==> src/rtc_alarm_cfg.svh <==
// Address map, field positions and bus constants of the alarm register block
`ifndef RTC_ALARM_CFG_SVH
`define RTC_ALARM_CFG_SVH

// ************************************************************
// Internal register addresses
// ************************************************************
`define RTC_ADDR_WK_MIN     4'h8
`define RTC_ADDR_WK_HOUR    4'h9
`define RTC_ADDR_WK_MASK    4'hA
`define RTC_ADDR_DY_MIN     4'hB
`define RTC_ADDR_DY_HOUR    4'hC

// ************************************************************
// Field positions
// ************************************************************
`define RTC_MINUTE_TENS_MSB 6
`define RTC_HOUR_TWENTY     5
`define RTC_DAY_BIT_FIRST   0
`define RTC_DAY_BIT_LAST    6

// ************************************************************
// Serial bus constants
// ************************************************************
`define RTC_SLAVE_ADDR      7'h32
`define RTC_FMT_READ_AFTER  4'h4
`define RTC_PTR_IDLE        4'hF
`define RTC_BIT_LAST        4'h7
`define RTC_BIT_ACK         4'h8
// Start leaves the clock high, so the fall that follows wraps this to zero
`define RTC_BIT_PRESTART    4'hF
`define RTC_NO_DAY          3'h7

`endif

==> src/rtc_alarm_pkg.sv <==
// Types shared by the alarm register block
package rtc_alarm_pkg;

  // Serial transfer phases, Gray coded along idle-addr-ptr-write
  typedef enum logic [2:0]
  {
    ST_IDLE  = 3'h0,
    ST_ADDR  = 3'h1,
    ST_PTR   = 3'h3,
    ST_WRITE = 3'h2,
    ST_READ  = 3'h6,
    ST_SKIP  = 3'h7
  } bus_state_type;

endpackage

==> src/line_sampler.sv <==
// Two-flop synchroniser and condition detector for the two bus lines
`timescale 1ns/1ps
module line_sampler
(
  // Clock and reset
  input  wire logic core_clk,
  input  wire logic rst_n,
  // Raw pins
  input  wire logic scl_in,
  input  wire logic sda_in,
  // Sampled levels and events
  output logic      scl_s,
  output logic      sda_s,
  output logic      scl_rise,
  output logic      scl_fall,
  output logic      bus_start,
  output logic      bus_stop
);

  logic [1:0] scl_meta_r;
  logic [1:0] sda_meta_r;
  logic       scl_prev_r;
  logic       sda_prev_r;

  // ************************************************************
  // Synchronisers; idle bus level is high
  // ************************************************************
  always_ff @(posedge core_clk or negedge rst_n)
  begin
    if (!rst_n)
    begin
      scl_meta_r <= 2'h3;
      sda_meta_r <= 2'h3;
      scl_prev_r <= 1'b1;
      sda_prev_r <= 1'b1;
    end
    else
    begin
      scl_meta_r <= {scl_meta_r[0], scl_in};
      sda_meta_r <= {sda_meta_r[0], sda_in};
      scl_prev_r <= scl_meta_r[1];
      sda_prev_r <= sda_meta_r[1];
    end
  end

  assign scl_s     = scl_meta_r[1];
  assign sda_s     = sda_meta_r[1];
  assign scl_rise  = scl_s && !scl_prev_r;
  assign scl_fall  = !scl_s && scl_prev_r;
  // Data edges only count while the clock line stays high
  assign bus_start = scl_s && scl_prev_r && !sda_s && sda_prev_r;
  assign bus_stop  = scl_s && scl_prev_r && sda_s && !sda_prev_r;

endmodule

==> src/rtc_alarm_match_registers.sv <==
// Alarm register set with two-wire serial slave and alarm comparators
// ************************************************************
// Summary of operation
// - Weekly minute at 8h, bit 7 zero
// - Weekly hour at 9h, bits 7:6 zero
// - Weekly day mask at Ah, bit 7 zero
// - Hour bit 5: pm flag or twenty
// - Midnight coded 12, noon coded 32
// - Mask bits 0-6 map day codes 0-6
// - Empty day mask gives no weekly match
// - Daily minute at Bh, bit 7 zero
// - Daily hour at Ch, same coding
// - Fields undefined after halt, reserved read zero
// - Serial data output is open drain
// - Slave address 0110010 answers transfers
// - Day codes run 000 to 110
// ************************************************************
`timescale 1ns/1ps
`include "rtc_alarm_cfg.svh"
module rtc_alarm_match_registers
(
  // Clock and reset
  input  wire logic       core_clk,
  input  wire logic       rstn,
  // Two-wire serial bus
  input  wire logic       scl_in,
  input  wire logic       sda_in,
  output logic            sda_out,
  output logic            sda_oe,
  // Current time from the time counters, same clock
  input  wire logic [6:0] cur_minute,
  input  wire logic [5:0] cur_hour,
  input  wire logic [2:0] cur_weekday,
  // Alarm matches
  output logic            weekly_match,
  output logic            daily_match
);
  import rtc_alarm_pkg::*;

  logic [1:0]    rst_sync_r;
  logic          rst_n;
  logic          scl_s;
  logic          sda_s;
  logic          scl_rise;
  logic          scl_fall;
  logic          bus_start;
  logic          bus_stop;
  bus_state_type state_r;
  bus_state_type state_nxt;
  logic [3:0]    bit_cnt_r;
  logic [7:0]    shift_r;
  logic [7:0]    tx_r;
  logic [3:0]    ptr_r;
  logic          oe_r;
  logic          oe_nxt;
  logic [6:0]    wk_min_r;
  logic [5:0]    wk_hour_r;
  logic [6:0]    wk_mask_r;
  logic [6:0]    dy_min_r;
  logic [5:0]    dy_hour_r;
  logic          weekly_r;
  logic          daily_r;

  // ************************************************************
  // Reset release
  // ************************************************************
  always_ff @(posedge core_clk or negedge rstn)
  begin
    if (!rstn)
      rst_sync_r <= 2'h0;
    else
      rst_sync_r <= {rst_sync_r[0], 1'b1};
  end

  assign rst_n = rst_sync_r[1];

  line_sampler u_sampler
  (
    .core_clk  (core_clk),
    .rst_n     (rst_n),
    .scl_in    (scl_in),
    .sda_in    (sda_in),
    .scl_s     (scl_s),
    .sda_s     (sda_s),
    .scl_rise  (scl_rise),
    .scl_fall  (scl_fall),
    .bus_start (bus_start),
    .bus_stop  (bus_stop)
  );

  // ************************************************************
  // Decode
  // ************************************************************
  wire       byte_end  = scl_fall && (bit_cnt_r == `RTC_BIT_LAST);
  wire       ack_end   = scl_fall && (bit_cnt_r == `RTC_BIT_ACK);
  wire       addr_hit  = (shift_r[7:1] == `RTC_SLAVE_ADDR);
  wire       master_nak = scl_rise && (bit_cnt_r == `RTC_BIT_ACK) && sda_s;
  wire       wr_en     = byte_end && (state_r == ST_WRITE);
  wire       wr_wk_min  = wr_en && (ptr_r == `RTC_ADDR_WK_MIN);
  wire       wr_wk_hour = wr_en && (ptr_r == `RTC_ADDR_WK_HOUR);
  wire       wr_wk_mask = wr_en && (ptr_r == `RTC_ADDR_WK_MASK);
  wire       wr_dy_min  = wr_en && (ptr_r == `RTC_ADDR_DY_MIN);
  wire       wr_dy_hour = wr_en && (ptr_r == `RTC_ADDR_DY_HOUR);
  wire       acking    = (state_r == ST_ADDR && addr_hit) || (state_r == ST_PTR)
                         || (state_r == ST_WRITE);

  // Reserved bits are never stored, so they always read zero
  wire [7:0] rd_data =
    (ptr_r == `RTC_ADDR_WK_MIN)  ? {1'b0, wk_min_r}  :
    (ptr_r == `RTC_ADDR_WK_HOUR) ? {2'b00, wk_hour_r} :
    (ptr_r == `RTC_ADDR_WK_MASK) ? {1'b0, wk_mask_r} :
    (ptr_r == `RTC_ADDR_DY_MIN)  ? {1'b0, dy_min_r}  :
    (ptr_r == `RTC_ADDR_DY_HOUR) ? {2'b00, dy_hour_r} : 8'h00;

  // ************************************************************
  // Transfer phase
  // ************************************************************
  always_comb
  begin
    state_nxt = state_r;
    if (bus_stop)
      state_nxt = ST_IDLE;
    else if (bus_start)
      state_nxt = ST_ADDR;
    else if (byte_end)
    begin
      case (state_r)
        ST_ADDR:
          if (!addr_hit)
            state_nxt = ST_SKIP;
          else if (shift_r[0])
            state_nxt = ST_READ;
          else
            state_nxt = ST_PTR;
        ST_PTR:
          if (shift_r[3:0] == `RTC_FMT_READ_AFTER)
            state_nxt = ST_READ;
          else
            state_nxt = ST_WRITE;
        default:
          state_nxt = state_r;
      endcase
    end
    else if (master_nak && state_r == ST_READ)
      state_nxt = ST_SKIP;
  end

  // Open-drain data line: enable low for a zero, release for a one
  always_comb
  begin
    oe_nxt = oe_r;
    if (bus_start || bus_stop)
      oe_nxt = 1'b0;
    else if (byte_end)
      oe_nxt = acking;
    else if (ack_end)
      oe_nxt = (state_r == ST_READ) && !rd_data[7];
    else if (scl_fall && state_r == ST_READ && bit_cnt_r < `RTC_BIT_LAST)
      oe_nxt = !tx_r[3'h6 - bit_cnt_r[2:0]];
  end

  always_ff @(posedge core_clk or negedge rst_n)
  begin
    if (!rst_n)
    begin
      state_r <= ST_IDLE;
      oe_r    <= 1'b0;
    end
    else
    begin
      state_r <= state_nxt;
      oe_r    <= oe_nxt;
    end
  end

  always_ff @(posedge core_clk or negedge rst_n)
  begin
    if (!rst_n)
      bit_cnt_r <= 4'h0;
    else if (bus_start)
      bit_cnt_r <= `RTC_BIT_PRESTART;
    else if (ack_end)
      bit_cnt_r <= 4'h0;
    else if (scl_fall)
      bit_cnt_r <= bit_cnt_r + 4'h1;
  end

  always_ff @(posedge core_clk or negedge rst_n)
  begin
    if (!rst_n)
      shift_r <= 8'h00;
    else if (scl_rise && bit_cnt_r < `RTC_BIT_ACK)
      shift_r <= {shift_r[6:0], sda_s};
  end

  // Pointer parks at Fh after stop; it advances once per data byte
  always_ff @(posedge core_clk or negedge rst_n)
  begin
    if (!rst_n)
      ptr_r <= `RTC_PTR_IDLE;
    else if (bus_stop)
      ptr_r <= `RTC_PTR_IDLE;
    else if (byte_end && state_r == ST_PTR)
      ptr_r <= shift_r[7:4];
    else if (wr_en || (ack_end && state_r == ST_READ))
      ptr_r <= ptr_r + 4'h1;
  end

  always_ff @(posedge core_clk or negedge rst_n)
  begin
    if (!rst_n)
      tx_r <= 8'h00;
    else if (ack_end && state_r == ST_READ)
      tx_r <= rd_data;
  end

  // ************************************************************
  // Alarm registers
  // ************************************************************
  // Contents carry no meaning until the host writes them; zero is one such value
  always_ff @(posedge core_clk or negedge rst_n)
  begin
    if (!rst_n)
    begin
      wk_min_r  <= 7'h00;
      wk_hour_r <= 6'h00;
      wk_mask_r <= 7'h00;
      dy_min_r  <= 7'h00;
      dy_hour_r <= 6'h00;
    end
    else
    begin
      if (wr_wk_min)
        wk_min_r <= shift_r[`RTC_MINUTE_TENS_MSB:0];
      if (wr_wk_hour)
        wk_hour_r <= shift_r[`RTC_HOUR_TWENTY:0];
      if (wr_wk_mask)
        wk_mask_r <= shift_r[`RTC_DAY_BIT_LAST:`RTC_DAY_BIT_FIRST];
      if (wr_dy_min)
        dy_min_r <= shift_r[`RTC_MINUTE_TENS_MSB:0];
      if (wr_dy_hour)
        dy_hour_r <= shift_r[`RTC_HOUR_TWENTY:0];
    end
  end

  // ************************************************************
  // Comparators
  // ************************************************************
  // Same hour code in both modes, so plain equality covers am/pm and twenty
  wire       wk_time_eq = (cur_minute == wk_min_r) && (cur_hour == wk_hour_r);
  wire       dy_time_eq = (cur_minute == dy_min_r) && (cur_hour == dy_hour_r);
  // Code 111 is not a weekday and selects the padded zero
  wire [7:0] day_sel    = {1'b0, wk_mask_r};
  wire       day_on     = day_sel[cur_weekday];

  always_ff @(posedge core_clk or negedge rst_n)
  begin
    if (!rst_n)
    begin
      weekly_r <= 1'b0;
      daily_r  <= 1'b0;
    end
    else
    begin
      weekly_r <= wk_time_eq && day_on;
      daily_r  <= dy_time_eq;
    end
  end

  assign sda_out      = 1'b0;
  assign sda_oe       = oe_r;
  assign weekly_match = weekly_r;
  assign daily_match  = daily_r;
endmodule

==> config.mk <==
export PLATFORM = sky130hd
export DESIGN_NAME = rtc_alarm_match_registers
export DESIGN_NICKNAME = d
export VERILOG_FILES = /design/src/rtc_alarm_pkg.sv /design/src/line_sampler.sv /design/src/rtc_alarm_match_registers.sv
export VERILOG_INCLUDE_DIRS = /design/src
export SDC_FILE = /design/constraint.sdc
export NUM_CORES = 1
export LEC_CHECK = 0
export BUFFER_PORTS_ARGS = -buffer_cell sky130_fd_sc_hd__buf_2
export CORE_MARGIN = 1.5
export CORE_UTILIZATION = 50
export CTS_CLUSTER_DIAMETER = 50
export CTS_CLUSTER_SIZE = 25
export DETAILED_ROUTE_END_ITERATION = 16
export PLACE_DENSITY = 0.73
export SETUP_SLACK_MARGIN = 0.5
export SYNTH_ARGS = -nofsm -noshare
export SYNTH_HDL_FRONTEND = slang
export SYNTH_SLANG_ARGS = --single-unit
==> constraint.sdc <==
create_clock -name core_clk -period 3.85 [get_ports core_clk]
set_input_delay 0.1925 -clock core_clk [delete_from_list [all_inputs] [get_ports core_clk]]
set_output_delay 0.1925 -clock core_clk [all_outputs]
set_load 0.02 [all_outputs]
==> flow_metrics.tcl <==
set metrics [dict create \
    critical_path_buf_inv_count 0 \
    crit_path_start_kind "register" \
    required_ps 4070 \
    drive_gt1_share_pct 28.3 \
    dpl.hpwl_um 5890 \
    post-cts-setup-buffers 0 \
    power_frac_clock_pct 28.4 \
    synth-adder-area-share_pct 1.97 \
    synth_mux_area_share_pct 14.6 \
    grt_pass1_vias 2640 \
    path_cells "ha_1 > nand3b_4 > nor4_4 > and3_1 > mux2_2" \
    hold_depth 4 \
    synth-simple-area-share_pct 15.6 \
    synthFlopType "dfrtp_1" \
    slew_violations 0 \
    cts_tree "yes" \
    cts_buffers 9 \
    cellPowerDensity_nw_per_um2 492 \
    synthTopCellsByCount "dfrtp_1 (60), mux2_2 (41), nand2_1 (27)" \
    post-route-min-period_ps 2400 \
    yosysMostFrequentCell "dfrtp_1" \
    fmax_ghz 0.417 \
    cts-root-buf "clkbuf_8" \
    hold_path.class "input port to register" \
    cts_buffer_depth 2 \
    start_util_pct 52.1 \
    worst_ep_arrival_time_ps 2620 \
    via_per_inst 5.94 \
    worst_path_max_delay_cell "and3_1" \
    clk_pin_slew_ps 80 \
    route.detailed.wl_per_inst_um 18.1 \
    synth_cell_type_count 60 \
    die_w_um 90.4 \
    synth_xor_area_share_pct 6.65 \
    synth_area_leaders "dfrtp_1 (39%), mux2_2 (12%), dfstp_2 (6.9%)" \
    drt-initial-drc-count 209 \
    max_stage_delay_ps 530 \
    dieArea_um2 8170 \
    ant_nets 0 \
    fin_crit_sh_pct 62.3 \
    grt_pass1_wl_um 13800 \
    max-slew-margin-rel_pct 27.7 \
    grt_overflow 0 \
    p_seq_share_pct 49.7 \
    yosysWarnings 0 \
    grt_antenna_before_repair 0 \
    worst_slew_pin_slew_ps 1080 \
    switchingPower_uw 696 \
    cp_max_fo 8 \
    cts_hold_buf 3 \
    outcome "complete, no violations" \
    placed_cell_area_um2 3970 \
    diodes 0 \
    internal-power_mw 1.36 \
    top_level_ports 24 \
    r2r_cells 5 \
    synthArstFlopShare_pct 100 \
    gr-usage-all-layers_pct 21.8 \
    synthCells 340 \
    drt-pass1-iter-count 4 \
    skew_ps 13.4 \
    nets 385 \
    synth_largest_area_cell "dfrtp_1" \
    fin_setup_tns_ps 0 \
    syn_nets 366 \
    netlist_area_um2 3820 \
    vdd_drop_max_v 0.000309 \
    area_delta_synth_final_pct 9.77 \
    drt_wl_total_um 8390 \
    io_buffers 22 \
    ys_seq_area_share_pct 46.2 \
    fp.dieH_um 90.4 \
    cts_num_sinks 70 \
    synth_compound_area_share_pct 11.5 \
    vias 2748 \
    remaining_drc_errors 0 \
    cp.depth 5 \
    syn_area_per_cell_um2 11.2 \
    hold_viol_final 0 \
    drv_cap 0 \
    synth_edf_count 0 \
    ys_ff_latch 70 \
    num-fill-cells 617 \
    clk-insertion-delay-late_ps 350 \
    endpoint_kind "register" \
    final_area_um2 4190 \
    cts_max_level 3 \
    grt_max_degree 49 \
    synth_top_family_by_area "simple AND/OR/NAND/NOR gates" \
    place_congestion 0.876 \
    synth_top_area_share_pct 39.3 \
    combPwrFrac_pct 21.8 \
    num_rows 31 \
    swShare_pct 33.8 \
    finalSetupViolCount 0 \
    cts_resized 0 \
    critPathKind "register to register" \
    rsz0062_at_grt "false" \
    cp_top_family "simple AND/OR/NAND/NOR gates" \
    core_area_um2 7330 \
    p_leak_nw 1.88 \
]
==> power groups by stage <==
stage / Clock (mW) / Sequential [mW] / Combinational, mW
after floorplan: 0 / 0.921 / 0.423
after global placement: 0 / 1.03 / 0.431
after detailed placement: 0 / 1.04 / 0.442
after CTS: 0.598 / 1.02 / 0.447
after global routing: 0.633 / 1.05 / 0.497
final: 0.586 / 1.02 / 0.449
==> per-layer routing <==
layer | share of wire, % | vias up | routed length, µm | track usage, %
met5 | 0 | - | 0 | 0
li1 | - | 1282 | - | -
met3 | 5.8 | 11 | 490 | 3.45
met2 | 45 | 84 | 3790 | 32.3
met4 | 1.7 | 0 | 143 | 9.79
met1 | 47 | 1371 | 3970 | 31.3
==> cell families (layout without fill, tap and decap cells) <==
family | Yosys count | count (layout)
buf+inv | 27 | 51
mux | 48 | 48
compound gates | 58 | 58
flops | 70 | 70
other cells | 2 | 2
xor+xnor | 29 | 29
simple gates | 100 | 100
fa+ha+maj | 6 | 6
==> registers in the layout (all words and copies together), names as in the netlist <==
register / flops
shift_r: 8
state_r: 3
u_sampler.sda_meta_r: 2
u_sampler.sda_prev_r: 1
dy_hour_r: 6
sda_oe: 1
dy_min_r: 7
rst_sync_r: 2
daily_match: 1
weekly_match: 1
wk_mask_r: 7
wk_min_r: 7
wk_hour_r: 6
bit_cnt_r: 4
tx_r: 7
ptr_r: 4
u_sampler.scl_meta_r: 2
u_sampler.scl_prev_r: 1
==> cells in the final DEF (no fill, tap or decap), drive strengths merged, types with 8 or more instances in the layout <==
cell type  instances
buf               23
dfrtp             60
dfstp             10
o21ai             11
inv                9
o31a              10
o211ai             8
nand2             27
nand3             12
xor2              16
mux2              41
xnor2             13
clkbuf            12
nor2               8
==> metrics by stage <==
stage	worst slack (ps)	power, mW	hold WS [ps]	cells	util, %
2_1_floorplan	1770	1.34	-103	340	-
3_3_place_gp	1530	1.47	-22.5	444	54.1
3_5_place_dp	1480	1.48	-19.8	444	54.1
4_1_cts	1450	2.07	141	463	57.2
5_1_grt	1310	2.18	144	463	57.2
6_report	1450	2.06	151	463	57.2
==> worst register-to-register path, delay by kind of cell, from the launching register on <==
kind / cells / cell delay (ps)
AND/OR/NAND/NOR: 3 / 1100
flip-flops: 1 / 460
multiplexers: 1 / 400
adder cells (fa/ha/maj): 1 / 320
==> layout make-up <==
cell class / count / area (µm²) / area share (%)
multi-input combinational: 243 / 1930 / 46.0
sequential: 70 / 1770 / 42.1
timing repair buffer: 26 / 148 / 3.52
clock buffer: 12 / 145 / 3.46
tap: 99 / 124 / 2.96
clock inverter: 4 / 47.5 / 1.13
inverter: 9 / 33.8 / 0.806
==> final timing paths <==
check,from,to,slack [ps]
setup / recovery,bit_cnt_r[0],dy_min_r[0],1450
hold / removal,cur_minute[5],weekly_match,150
setup reg to reg,bit_cnt_r[0],dy_min_r[0],1450
hold reg to reg,rst_sync_r[0],rst_sync_r[1],350
max in group asynchronous,rst_sync_r[1],ptr_r[1],2440
min in group asynchronous,rstn,rst_sync_r[1],160
Note: power is estimated with default switching activity, not from simulation.
